File: config.mk
export PLATFORM = sky130hd
export DESIGN_NAME = servo_mode_and_enable_control
export DESIGN_NICKNAME = d
export VERILOG_FILES = /design/src/design/servo_cmd_pkg.sv /design/src/design/servo_mode_and_enable_control.sv
export VERILOG_INCLUDE_DIRS = /design/src /design/src/design
export SDC_FILE = /design/constraint.sdc
export NUM_CORES = 1
export LEC_CHECK = 0
export ABC_AREA = 0
export BUFFER_PORTS_ARGS = -buffer_cell sky130_fd_sc_hd__buf_2
export CAP_MARGIN = 0
export CORE_MARGIN = 8
export CORE_UTILIZATION = 45
export CTS_CLUSTER_DIAMETER = 200
export CTS_CLUSTER_SIZE = 28
export DETAILED_ROUTE_END_ITERATION = 10
export PLACE_DENSITY = 0.73
export SETUP_SLACK_MARGIN = 0.2
export SLEW_MARGIN = 0
export SYNTH_ARGS = -nofsm -noshare
export SYNTH_HDL_FRONTEND = slang
export SYNTH_SLANG_ARGS = --single-unit
File: constraint.sdc
create_clock -name i_sys_clk -period 4.3 [get_ports i_sys_clk]
set_input_delay 0.43 -clock i_sys_clk [delete_from_list [all_inputs] [get_ports i_sys_clk]]
set_output_delay 0.43 -clock i_sys_clk [all_outputs]
set_load 0.03 [all_outputs]
File: src/design/servo_cmd_params.svh
`ifndef SERVO_CMD_PARAMS_SVH
`define SERVO_CMD_PARAMS_SVH

// Register byte offsets on the APB port.
`define OFS_CONTROL_MODE      12'h000
`define OFS_ENABLE_POLARITY   12'h004
`define OFS_DIRECTION         12'h008
`define OFS_PRESET_BASE       12'h020
`define OFS_STATUS            12'h040
`define OFS_POSITION          12'h044
`define OFS_INT_TARGET        12'h048

// Reset values.
`define RST_CONTROL_MODE      4'h0
`define RST_ENABLE_POLARITY   1'h0
`define RST_DIRECTION         1'h0
`define RST_PRESET_SPEED      16'h0000

// Field layout and sizes.
`define PRESET_COUNT          8
`define CMD_WIDTH             16
`define POS_WIDTH             32
`define MODE_WIDTH            4

`endif

File: src/design/servo_cmd_pkg.sv
package servo_cmd_pkg;

	// Basic command sources that the drive can regulate from.
	typedef enum logic [2:0]
	{
		SRC_PULSE_POSITION,
		SRC_ANALOG_SPEED,
		SRC_ANALOG_TORQUE,
		SRC_PRESET_SPEED,
		SRC_INTERNAL_POSITION
	} source_type;

	// Servo-on state machine.
	typedef enum logic [0:0]
	{
		ST_SERVO_OFF,
		ST_SERVO_ON
	} servo_state_type;

endpackage

File: src/design/servo_mode_and_enable_control.sv
`timescale 1ns/1ps
`default_nettype none
`include "servo_cmd_params.svh"

module servo_mode_and_enable_control
	import servo_cmd_pkg::*;
(
	input  wire logic                   i_sys_clk,
	input  wire logic                   i_rst,
	input  wire logic                   i_psel,
	input  wire logic                   i_penable,
	input  wire logic                   i_pwrite,
	input  wire logic [11:0]            i_paddr,
	input  wire logic [31:0]            i_pwdata,
	output logic      [31:0]            o_prdata,
	output logic                        o_pready,
	output logic                        o_pslverr,
	input  wire logic                   i_servo_on,
	input  wire logic                   i_cmd_pulse,
	input  wire logic                   i_cmd_sign,
	input  wire logic [15:0]            i_speed_cmd,
	input  wire logic [15:0]            i_torque_cmd,
	input  wire logic                   i_preset_speed_select_0,
	input  wire logic                   i_preset_speed_select_1,
	input  wire logic                   i_preset_speed_select_2,
	input  wire logic                   i_mode_switch,
	input  wire logic                   i_enc_a,
	input  wire logic                   i_enc_b,
	output logic                        o_drive_enable,
	output logic                        o_brake_interlock_output,
	output logic      [2:0]             o_active_source,
	output logic      [31:0]            o_position_target,
	output logic      [15:0]            o_speed_ref,
	output logic      [15:0]            o_torque_ref,
	output logic                        o_enc_out_a,
	output logic                        o_enc_out_b
);

	// =====================================================================
	// Register bus
	// =====================================================================
	logic [3:0]  control_mode_setting_ff;
	logic [3:0]  nxt_control_mode_setting;
	logic        enable_polarity_setting_ff;
	logic        nxt_enable_polarity_setting;
	logic        reverse_ff;
	logic        nxt_reverse;
	logic [15:0] preset_ff [`PRESET_COUNT];
	logic [15:0] nxt_preset [`PRESET_COUNT];
	logic [31:0] int_target_ff;
	logic [31:0] nxt_int_target;
	logic [31:0] rdata_ff;
	logic [31:0] nxt_rdata;
	logic        err_ff;
	logic        nxt_err;
	logic        wr_access;
	logic        rd_access;
	logic        hit;

	// Slave answers in the first access cycle, so pready is a plain decode of the access phase.
	assign o_pready  = i_psel & i_penable;
	assign wr_access = i_psel & i_penable & i_pwrite;
	assign rd_access = i_psel & ~i_penable & ~i_pwrite;

	// Write decode in the access phase and read-data capture during setup so the data is a flop in the access phase.
	always_comb
	begin
		nxt_control_mode_setting    = control_mode_setting_ff;
		nxt_enable_polarity_setting = enable_polarity_setting_ff;
		nxt_reverse                 = reverse_ff;
		nxt_int_target              = int_target_ff;
		nxt_preset                  = preset_ff;
		nxt_rdata                   = rdata_ff;
		nxt_err                     = 1'b0;
		hit                         = 1'b1;
		case (i_paddr)
			`OFS_CONTROL_MODE:    nxt_rdata = {28'h0000000, control_mode_setting_ff};
			`OFS_ENABLE_POLARITY: nxt_rdata = {31'h0, enable_polarity_setting_ff};
			`OFS_DIRECTION:       nxt_rdata = {31'h0, reverse_ff};
			`OFS_STATUS:          nxt_rdata = {25'h0, o_active_source, 2'h0,
								o_brake_interlock_output, o_drive_enable};
			`OFS_POSITION:        nxt_rdata = o_position_target;
			`OFS_INT_TARGET:      nxt_rdata = int_target_ff;
			default:
			begin
				if ((i_paddr >= `OFS_PRESET_BASE) && (i_paddr < `OFS_PRESET_BASE + 12'h020)
					&& (i_paddr[1:0] == 2'h0))
					nxt_rdata = {16'h0000, preset_ff[i_paddr[4:2]]};
				else
				begin
					nxt_rdata = 32'h00000000;
					hit       = 1'b0;
				end
			end
		endcase
		if (!rd_access)
			nxt_rdata = rdata_ff;
		if (i_psel & ~i_penable)
			nxt_err = ~hit;
		else
			nxt_err = err_ff;
		if (wr_access & hit)
		begin
			case (i_paddr)
				`OFS_CONTROL_MODE:    nxt_control_mode_setting    = i_pwdata[3:0];
				`OFS_ENABLE_POLARITY: nxt_enable_polarity_setting = i_pwdata[0];
				`OFS_DIRECTION:       nxt_reverse                 = i_pwdata[0];
				`OFS_INT_TARGET:      nxt_int_target              = i_pwdata;
				`OFS_STATUS, `OFS_POSITION: ;
				default:              nxt_preset[i_paddr[4:2]]    = i_pwdata[15:0];
			endcase
		end
	end

	always_ff @(posedge i_sys_clk)
	begin
		if (i_rst)
		begin
			control_mode_setting_ff    <= `RST_CONTROL_MODE;
			enable_polarity_setting_ff <= `RST_ENABLE_POLARITY;
			reverse_ff                 <= `RST_DIRECTION;
			int_target_ff              <= 32'h00000000;
			preset_ff                  <= '{default: `RST_PRESET_SPEED};
			rdata_ff                   <= 32'h00000000;
			err_ff                     <= 1'b0;
		end
		else
		begin
			control_mode_setting_ff    <= nxt_control_mode_setting;
			enable_polarity_setting_ff <= nxt_enable_polarity_setting;
			reverse_ff                 <= nxt_reverse;
			int_target_ff              <= nxt_int_target;
			preset_ff                  <= nxt_preset;
			rdata_ff                   <= nxt_rdata;
			err_ff                     <= nxt_err;
		end
	end

	assign o_prdata  = rdata_ff;
	assign o_pslverr = o_pready & err_ff;

	// =====================================================================
	// Servo-on and mode selection
	// =====================================================================
	servo_state_type state_ff;
	servo_state_type nxt_state;
	logic            servo_on_active;
	source_type      source;

	// Polarity 0 reads a low input as on.
	assign servo_on_active = enable_polarity_setting_ff ? i_servo_on : ~i_servo_on;

	always_comb
	begin
		nxt_state = servo_on_active ? ST_SERVO_ON : ST_SERVO_OFF;
	end

	// Paired modes: the switch input picks the second mode of each pair.
	always_comb
	begin
		case (control_mode_setting_ff)
			4'h0:    source = SRC_PULSE_POSITION;
			4'h1:    source = SRC_ANALOG_SPEED;
			4'h2:    source = SRC_ANALOG_TORQUE;
			4'h3:    source = SRC_PRESET_SPEED;
			4'h4:    source = i_mode_switch ? SRC_ANALOG_SPEED : SRC_PRESET_SPEED;
			4'h5:    source = i_mode_switch ? SRC_PULSE_POSITION : SRC_PRESET_SPEED;
			4'h6:    source = i_mode_switch ? SRC_ANALOG_TORQUE : SRC_PRESET_SPEED;
			4'h7:    source = i_mode_switch ? SRC_ANALOG_SPEED : SRC_PULSE_POSITION;
			4'h8:    source = i_mode_switch ? SRC_ANALOG_TORQUE : SRC_PULSE_POSITION;
			4'h9:    source = i_mode_switch ? SRC_ANALOG_TORQUE : SRC_ANALOG_SPEED;
			4'hA:    source = SRC_INTERNAL_POSITION;
			default: source = SRC_PULSE_POSITION;
		endcase
	end

	// =====================================================================
	// Command path
	// =====================================================================
	logic        pulse_d_ff;
	logic        nxt_pulse_d;
	logic [31:0] pos_ff;
	logic [31:0] nxt_pos;
	logic [15:0] spd_ff;
	logic [15:0] nxt_spd;
	logic [15:0] trq_ff;
	logic [15:0] nxt_trq;
	logic [2:0]  src_ff;
	logic        enc_a_ff;
	logic        enc_b_ff;
	logic        pulse_edge;
	logic        fwd;
	logic [2:0]  preset_idx;

	assign pulse_edge = i_cmd_pulse & ~pulse_d_ff;
	// Reverse mode flips only the commanded direction, never any output polarity.
	assign fwd        = i_cmd_sign ^ reverse_ff;
	assign preset_idx = {i_preset_speed_select_2, i_preset_speed_select_1, i_preset_speed_select_0};

	// Each pulse edge moves the target one count; its rate therefore sets the speed.
	always_comb
	begin
		nxt_pulse_d = i_cmd_pulse;
		nxt_pos     = pos_ff;
		nxt_spd     = 16'h0000;
		nxt_trq     = 16'h0000;
		if (nxt_state == ST_SERVO_ON)
		begin
			case (source)
				SRC_PULSE_POSITION:
				begin
					if (pulse_edge)
						nxt_pos = fwd ? pos_ff + 32'h00000001 : pos_ff - 32'h00000001;
				end
				SRC_ANALOG_SPEED:   nxt_spd = reverse_ff ? 16'h0000 - i_speed_cmd : i_speed_cmd;
				SRC_ANALOG_TORQUE:  nxt_trq = reverse_ff ? 16'h0000 - i_torque_cmd : i_torque_cmd;
				SRC_PRESET_SPEED:   nxt_spd = reverse_ff ? 16'h0000 - preset_ff[preset_idx]
									: preset_ff[preset_idx];
				SRC_INTERNAL_POSITION: nxt_pos = int_target_ff;
				default: ;
			endcase
		end
	end

	always_ff @(posedge i_sys_clk)
	begin
		if (i_rst)
		begin
			state_ff   <= ST_SERVO_OFF;
			pulse_d_ff <= 1'b0;
			pos_ff     <= 32'h00000000;
			spd_ff     <= 16'h0000;
			trq_ff     <= 16'h0000;
			src_ff     <= 3'h0;
			enc_a_ff   <= 1'b0;
			enc_b_ff   <= 1'b0;
		end
		else
		begin
			state_ff   <= nxt_state;
			pulse_d_ff <= nxt_pulse_d;
			pos_ff     <= nxt_pos;
			spd_ff     <= nxt_spd;
			trq_ff     <= nxt_trq;
			src_ff     <= source;
			enc_a_ff   <= i_enc_a;
			enc_b_ff   <= i_enc_b;
		end
	end

	assign o_drive_enable           = (state_ff == ST_SERVO_ON);
	// Brake releases only while the drive is energised, so the host can follow it.
	assign o_brake_interlock_output = (state_ff == ST_SERVO_ON);
	assign o_active_source          = src_ff;
	assign o_position_target        = pos_ff;
	assign o_speed_ref              = spd_ff;
	assign o_torque_ref             = trq_ff;
	assign o_enc_out_a              = enc_a_ff;
	assign o_enc_out_b              = enc_b_ff;
endmodule

`default_nettype wire

## Yosys cells after proc, flatten, opt, wreduce, memory -nomap -nowiden

Index checks and enable logic that the tools add are counted.
Widths: inputs -> output; s select.

| cells by class | value |
|---|---|
| $add $sub $neg | 5 |
| multiply operators | 0 |
| div/mod/pow operators | 0 |
| magnitude comparators | 5 |
| eq/ne operators | 20 |
| shifts and indexed selects | 0 |
| mux-type cells | 29 |
| bitwise logic cells | 18 |
| reductions and logical operators | 16 |

Operator list:

| operator | count |
|---|---|
| $pmux 32 s6 | 1 |
| $mux 16 | 9 |
| $bwmux 128 | 1 |
| $bmux 16 s3 | 2 |
| $mux 32 | 2 |
| $pmux 32 s2 | 1 |
| $demux 16 s3 | 1 |
| $sub 1x16->16 const A | 3 |
| $eq 12x7->1 const B | 3 |
| $add 32x1->32 const B | 1 |
| $pmux 16 s2 | 1 |
| $sub 32x1->32 const B | 1 |
| $pmux 3 s10 | 1 |
| $eq 4x3->1 const B | 4 |
| $eq 12x3->1 const B | 1 |
| $eq 12x4->1 const B | 1 |
| $eq 4x4->1 const B | 3 |
| $ge 12x6->1 const B | 1 |
| $logic_not 12->1 | 1 |
| $lt 12x7->1 const B | 1 |
| $reduce_and 2->1 | 5 |
| $eq 4x2->1 const B | 2 |
| $ge 4x4->1 const B | 2 |
| $mux 2 | 4 |
| other kinds (19) | 41 |

| storage, ports and cells | value |
|---|---|
| bits in registers | 270 |
| latch bits | 0 |
| bits in writable memories | 0 |
| ROM bits | 0 |
| bits of input ports | 90 |
| output and inout port bits | 105 |
| logic and storage cells | 115 |
| memories kept | 0 |

## Logic depth before layout (Yosys ltp)

Gate-level depths: netlist of the first run.

| depth | value |
|---|---|
| depth in word-level cells | 7 |
| gate-level depth with buffers | 13 |
| mapped depth without buffers | 10 |

## Worst setup path after synthesis of the first run

Ideal clock, no wire load.

| path | value |
|---|---|
| path type | input to register |
| from | input port i_cmd_sign |
| to | register pos_ff[24] (netlist: o_position_target[24]) |
| library setup time | 0.130 ns |
| data arrival time | 3.288 ns |
| required time | 4.170 ns |
| slack | 0.881 ns |
| stages | 13 |
| buffers on the path | 3 |
| cells stage by stage | xor2_1 > buf_2 > buf_1 > buf_1 > xnor2_1 > ha_1 > or3_1 > a2111oi_2 > nand2_1 > a21bo_2 > mux2i_1 > mux2i_1 > o22ai_1 |

| on the way | value |
|---|---|
| cells in the longest elaborated chain, start to end | 4 |

RTL lines:

| element | line | source |
|---|---|---|
| from (decl) | servo_mode_and_enable_control.sv:20 | `input wire logic i_cmd_sign,` |
| $xor 1x1->1 | servo_mode_and_enable_control.sv:197 | `assign fwd = i_cmd_sign ^ reverse_ff;` |
| $mux 32 | servo_mode_and_enable_control.sv:213 | `nxt_pos = fwd ? pos_ff + 32'h00000001 : pos_ff - 32'h00000001;` |
| $mux 32 | servo_mode_and_enable_control.sv:212 | `if (pulse_edge)` |
| $pmux 32 s2 | servo_mode_and_enable_control.sv:209 | `case (source)` |
| to (signal assigned) | servo_mode_and_enable_control.sv:242 | `pos_ff <= nxt_pos;` |
| to (decl) | servo_mode_and_enable_control.sv:182 | `logic [31:0] pos_ff;` |

Every way passes these cells. The select of a mux whose other input is x is not followed.
A chain may end at the register's enable or synchronous reset.

## Worst setup path after layout of the first run

| path | value |
|---|---|
| from | register reverse_ff |
| to | register pos_ff[23] (netlist: o_position_target[23]) |

| on the way | value |
|---|---|
| cells in the longest elaborated chain, start to end | 4 |

RTL lines:

| element | line | source |
|---|---|---|
| from (decl) | servo_mode_and_enable_control.sv:46 | `logic reverse_ff;` |
| from (signal assigned) | servo_mode_and_enable_control.sv:121 | `` reverse_ff <= `RST_DIRECTION; `` |
| from (signal assigned) | servo_mode_and_enable_control.sv:131 | `reverse_ff <= nxt_reverse;` |
| $xor 1x1->1 | servo_mode_and_enable_control.sv:197 |  |
| $mux 32 | servo_mode_and_enable_control.sv:213 |  |
| $mux 32 | servo_mode_and_enable_control.sv:212 |  |
| $pmux 32 s2 | servo_mode_and_enable_control.sv:209 |  |

Every way passes these cells. The select of a mux whose other input is x is not followed.

==> results of run 1 <==
cell usage after synthesis (19+ instances only):
| library cell | instances | area share |
|---|---|---|
| dfxtp_1 | 270 | 0.36 |
| nor3_1 | 56 | 0.019 |
| nand2_1 | 186 | 0.046 |
| nand3_1 | 47 | 0.016 |
| a211oi_1 | 24 | 0.012 |
| buf_2 | 24 | 0.0080 |
| clkbuf_1 | 120 | 0.030 |
| xor2_1 | 19 | 0.011 |
| o21ai_0 | 31 | 0.010 |
| a221oi_1 | 30 | 0.017 |
| nor2_1 | 253 | 0.063 |
| nor2b_1 | 21 | 0.0087 |
| a21oi_1 | 90 | 0.030 |
| mux2i_1 | 175 | 0.12 |
| nor4_1 | 25 | 0.010 |
| mux4_2 | 64 | 0.095 |
worst max-delay path, cell delays in order, from the launching register on:
cell and delay, ps:
dfxtp_2 370, buf_4 290, xnor2_2 640, o22ai_1 210, nor3_1 490, nand2_1 170
o31ai_1 460, mux2i_1 240, a31oi_1 90
sequential cells by signal (all words and copies together), names as in the netlist, 3 cells and up:
| register | cells |
|---|---|
| o_prdata | 32 |
| preset_ff | 128 |
| int_target_ff | 32 |
| control_mode_setting_ff | 4 |
| o_active_source | 3 |
| o_torque_ref | 16 |
| o_speed_ref | 16 |
| o_position_target | 32 |
per-layer routing:
| layer | vias to the layer above | share of wire |
|---|---|---|
| met5 | - | 0.00052 |
| met4 | 4 | 0.037 |
| met3 | 94 | 0.081 |
| met2 | 656 | 0.46 |
| met1 | 6731 | 0.42 |
| li1 | 6399 | - |
stage by stage:
step | hold slack, ps | util | area, um^2 | setup slack, ps
4_1_cts | 124 | 0.497 | 16500 | 1210
3_3_place_gp | 460 | 0.486 | 16200 | 1100
6_report | 127 | 0.497 | 16500 | 1160
2_1_floorplan | 440 | - | 15100 | 881
5_1_grt | 144 | 0.497 | 16500 | 908
3_5_place_dp | 463 | 0.486 | 16200 | 1070
kinds of logic (layout without fill, tap and decap cells):
family	count (synthesis)	after routing	share of synthesized area
and+or+nand+nor	712	712	0.224
AOI/OAI and AO/OA	285	285	0.125
DFF	270	270	0.358
muxes	248	248	0.218
buffers and inverters	177	248	0.0492
xor gates and xnor gates	37	37	0.0220
adders and majority gates	4	4	0.00332
other	0	3	0
where the power goes:
part | leakage (nW) | internal [W] | total [W] | switching (W)
registers | 2.18 | 0.00256 | 0.00272 | 0.000163
logic | 4.16 | 0.000379 | 0.00104 | 0.000657
clock network | 0.171 | 0.000562 | 0.00140 | 0.000838
total | 6.51 | 0.00350 | 0.00516 | 0.00166
area by class of cell:
class | count | area, um^2
Fill cell | 3144 | 16700
Multi-Input combinational cell | 1286 | 8980
Sequential cell | 270 | 5410
Timing Repair Buffer | 223 | 1210
Tap cell | 448 | 561
Clock buffer | 13 | 325
Inverter | 10 | 37.5
Clock inverter | 2 | 20.0
Antenna cell | 3 | 7.51
worst paths after layout:
check / startpoint / end / slack (ps) / cells past startpoint
hold reg to reg: int_target_ff[11] / int_target_ff[11] / 480 / 2
setup reg to reg: reverse_ff / o_position_target[23] / 1160 / 8
hold / removal: i_enc_a / o_enc_out_a / 130 / 2
setup / recovery: reverse_ff / o_position_target[23] / 1160 / 8
==> impl_metrics.yaml, run 1 <==
run_status:
  status: "finished clean"
global_routing:
  grt_max_degree: 106
  met1_usage: 0.319
  grt.busiest_layer: "met2"
  grt_pass1_wl_mm: 74.6
  track_usage: 0.234
  grt_overflow: 0
  grt_pass1_vias: 13000
  antenna_found_initial: 5
  met3_usage: 0.0345
  use_met2: 0.368
flow_run:
  drv_cap: 0
synthesis:
  syn-instance-count: 1733
  syn_nets: 1827
  synth_area_um2: 15100
  ys_warn_count: 0
  synth-edff-count: 0
  ys.flop_type: "dfxtp_1"
  synth-seq-cells: 270
  seq_area_frac_synth: 0.358
  syn_area_per_cell_um2: 8.71
  ys_async_sr_fraction: 0
  synth_cell_types: 82
clocking:
  cts.path.max_buffers: 3
  numCtsBuffers: 13
  cts_tree: "built"
  ctsHoldBuffers: 0
  cts.sinks: 270
  root_buffer: "clkbuf_16"
  cts_max_level: 1
  clkLatencyLatePin_ps: 520
  cts_setup_buffers: 0
  clk_pin_slew_ps: 130
  post_cts_resized: 0
final_layout:
  stdcell_count: 2255
  layout_commonest_cell: "dfxtp_1"
  drive_gt1_frac: 0.191
  nNetsFinal: 1898
  area_growth_pct: 9.60
  final_cell_mix: "dfxtp_1 (269), nor2_1 (250), buf_2 (193)"
sta:
  fin_crit_sh: 0.729
  period_minus_slack_ps: 3140
  tns_ps: 0
  timing.final.max_slew_violations: 0
  hold_violations: 0
  clock_skew_ps: 41.9
  clock.fmax_ghz: 0.319
  slew-limit-headroom: 0.257
  rsz0062_at_grt: "false"
  tightest_slew_ps: 1110
  setup_viol: 0
worst_setup_path:
  critPathArrivalTime_ps: 3480
  required_ps: 4650
  worstSetupEndpointType: "register"
  cp_max_fo: 55
  critical_path_class: "register to register"
  cp-start-kind: "register"
die:
  fp.dieW_um: 199
  io_pins: 195
  rows: 67
  start_util: 0.454
  die_area_um2: 39700
  coreArea_um2: 33300
  die_h_um: 199
placement:
  gp_congestion: 0.936
  io_buffers: 194
  hpwl_mm: 34.3
  post-place-cells: 2237
pwr:
  power_density_nw_per_um2: 312
  p_total_w: 0.00516
  leakagePower_nw: 6.51
  ir_worst_vdd_mv: 0.322
route:
  avgViaCountPerCell: 6.16
  post_drt_wl_per_cell_um: 21.3
  via_count: 13900
  route.antenna.remaining_nets: 0
  routed_wl_mm: 48.0
  drcViolationCount: 0
  first_iter_violations: 1507
  drt_pre_antenna_iters: 6
hold_path:
  hold_class: "primary input to register"
No activity file was read; power rests on OpenSTA's default activity.
==> run 2, diff against run 1 <==
--- a/config.mk
+++ b/config.mk
@@ -6,7 +6,7 @@
 export SDC_FILE = /design/constraint.sdc
 export NUM_CORES = 1
 export LEC_CHECK = 0
-export ABC_AREA = 0
+export ABC_AREA = 1
 export BUFFER_PORTS_ARGS = -buffer_cell sky130_fd_sc_hd__buf_2
 export CAP_MARGIN = 0
 export CORE_MARGIN = 8
@@ -14,7 +14,7 @@
 export CTS_CLUSTER_DIAMETER = 200
 export CTS_CLUSTER_SIZE = 28
 export DETAILED_ROUTE_END_ITERATION = 10
-export PLACE_DENSITY = 0.73
+export PLACE_DENSITY = 0.75
 export SETUP_SLACK_MARGIN = 0.2
 export SLEW_MARGIN = 0
 export SYNTH_ARGS = -nofsm -noshare
==> constraint.sdc (replaced) <==
create_clock -name i_sys_clk -period 2.6 [get_ports i_sys_clk]
set_input_delay 0.26 -clock i_sys_clk [delete_from_list [all_inputs] [get_ports i_sys_clk]]
set_output_delay 0.26 -clock i_sys_clk [all_outputs]
set_load 0.03 [all_outputs]
==> impl_metrics.yaml, run 2 <==
worst_setup_path:
  critical_path_class: "register to register"
  r2r-start: "reverse_ff"
  crit_end: "o_position_target[31]"
  reg2reg_slack_ps: 350
  required_ps: 2970
  timing.rr.end: "o_position_target[31]"
  cp_max_fo: 19
  critPathArrivalTime_ps: 2630
  startpoint: "reverse_ff"
  cp-start-kind: "register"
  worstSetupEndpointType: "register"
  worst_r2r_path_depth: 14
final_layout:
  drive_gt1_frac: 0.140
  area_growth_pct: 13.1
  final_util: 0.517
  top_register: "preset_ff"
  largest_register_ffs: 128
  nNetsFinal: 2684
  layout_commonest_cell: "nand2_1"
  final_cell_mix: "nand2_1 (605), a21oi_1 (303), dfxtp_1 (269)"
synthesis:
  synth_cell_types: 56
  ys_async_sr_fraction: 0
  synth.largest_area_cell: "dfxtp_1"
  seq_area_frac_synth: 0.343
  syn_area_per_cell_um2: 6.42
  synth-seq-cells: 270
  yosys-top-cells-count: "nand2_1 (609), a21oi_1 (304), dfxtp_1 (270)"
  synth_top_area_frac: 0.343
  yosysMostFrequentCell: "nand2_1"
  synth_area_um2: 15700
  synthTopCellsByArea: "dfxtp_1 (34%), nand2_1 (15%), a21oi_1 (9.7%)"
  syn-instance-count: 2450
  syn_nets: 2544
  ys_warn_count: 0
  ys.flop_type: "dfxtp_1"
  synth-edff-count: 0
sta:
  period_minus_slack_ps: 2250
  hold_violations: 0
  tns_ps: 0
  setup_viol: 0
  clock_skew_ps: 43.0
  rsz0062_at_grt: "true"
  clock.fmax_ghz: 0.444
  fin_crit_sh: 0.866
  tightest_slew_ps: 859
  slew-limit-headroom: 0.412
  timing.final.max_slew_violations: 0
clocking:
  clk_pin_slew_ps: 110
  cts_tree: "built"
  cts_setup_buffers: 0
  cts.sinks: 270
  root_buffer: "clkbuf_16"
  clkLatencyLatePin_ps: 530
  cts_max_level: 1
  cts.path.max_buffers: 3
  numCtsBuffers: 13
global_routing:
  grt_pass1_vias: 16300
  grt_overflow: 0
  antenna_found_initial: 3
  track_usage: 0.281
  grt_max_degree: 130
  grt_pass1_wl_mm: 93.3
run_status:
  status: "finished clean"
route:
  via_count: 17800
  first_iter_violations: 2345
  drt_pre_antenna_iters: 6
  drcViolationCount: 0
  post_drt_wl_per_cell_um: 20.1
  routed_wl_mm: 61.2
  avgViaCountPerCell: 5.86
  route.antenna.remaining_nets: 0
die:
  die_h_um: 203
  rows: 68
  start_util: 0.457
  coreArea_um2: 34500
  fp.dieW_um: 203
  io_pins: 195
  die_area_um2: 41200
placement:
  gp_congestion: 0.983
  hpwl_mm: 44.3
  io_buffers: 194
flow_run:
  drv_cap: 0
pwr:
  power_density_nw_per_um2: 469
  leakagePower_nw: 7.51
  ir_worst_vdd_mv: 0.429
hold_path:
  hold_class: "primary input to register"
-- run 2: changes by cell type in the layout (fill, tap and decap cells not counted), sizes merged, moves of 38 or more --
cell,delta
a21oi,+214
mux2i,-175
nand3,+62
nand2,+433
nor3,-41
inv,+247
o21ai,+210
buf,+46
mux4,-64
o221ai,+38
-- run 2: worst min path at each step --
stage / cells after the start / slack [ps] / start / end
floorplan: 1 / 350 / i_torque_cmd[12] / o_torque_ref[12]
global placement: 2 / 450 / preset_ff[11] / preset_ff[11]
detailed placement: 2 / 460 / int_target_ff[4] / int_target_ff[4]
CTS: 3 / 0.7 / i_pwdata[28] / int_target_ff[28]
global route: 3 / 20 / i_torque_cmd[13] / o_torque_ref[13]
finish: 3 / 10 / i_torque_cmd[13] / o_torque_ref[13]
-- run 2: cells by family after synthesis --
group                    after synthesis  synth area share
AO/OA/AOI/OAI                        699             0.251
XOR/XNOR                              42            0.0253
adder cells (fa/ha/maj)                4           0.00318
buffers and inverters                417             0.109
flip-flops                           270             0.343
multiplexers                           1          0.000636
AND/OR/NAND/NOR                     1017             0.267
-- run 2: critical path: stages (launching register included) --
cell and delay, ps:
dfxtp_4 400, inv_4 40, nand2_2 130, nand2_8 120, buf_12 180, nand2_1 60, nand2_1 160, nor2_1 160
nand2_1 160, o21ai_0 290, a21oi_1 100, nand3_1 100, nand3_1 80, nand2_1 70, a21oi_1 50
-- run 2: area by class of cell --
type / instances / area (um^2)
diodes: 2 / 5.00
clock buffers: 13 / 325
clock inverters: 1 / 11.3
fillers: 3513 / 16700
inverters: 265 / 1010
multi-input cells: 1763 / 8700
flip-flops and latches: 270 / 5410
well taps: 455 / 569
repair buffers: 277 / 1770
-- run 2: per-layer routing --
metal  track usage  up-vias  wire (um)
met2         0.423     1069      26600
met1         0.383     8272      25100
met4         0.130        0       2830
met5             0        -          0
met3        0.0544      158       6760
li1              -     8340          -
-- run 2: where the power goes --
group	total, W	switching, W	internal [W]
clock	0.00235	0.00142	0.000923
sequential	0.00427	0.0000735	0.00420
combinational	0.00173	0.00119	0.000534
-- run 2: what timing repair did --
| action | in CTS | in global routing |
|---|---|---|
| resized for setup | 0 | 27 |
| endpoints found under the hold margin | 7 | 0 |
| hold buffers | 7 | 0 |
| setup endpoints to repair | 0 | 28 |
-- run 2: through the flow --
stage / cells / area, um^2 / hold slack (ps) / setup WS (ps) / total power (W)
global placement: 3022 / 17300 / 455 / 138 / 0.00600
CTS: 3043 / 17700 / 0.739 / 201 / 0.00831
finish: 3046 / 17800 / 14.7 / 349 / 0.00834
global route: 3046 / 17800 / 22.0 / 181 / 0.00866
floorplan: 2450 / 15700 / 349 / 533 / 0.00540
detailed placement: 3022 / 17300 / 457 / 67.7 / 0.00601
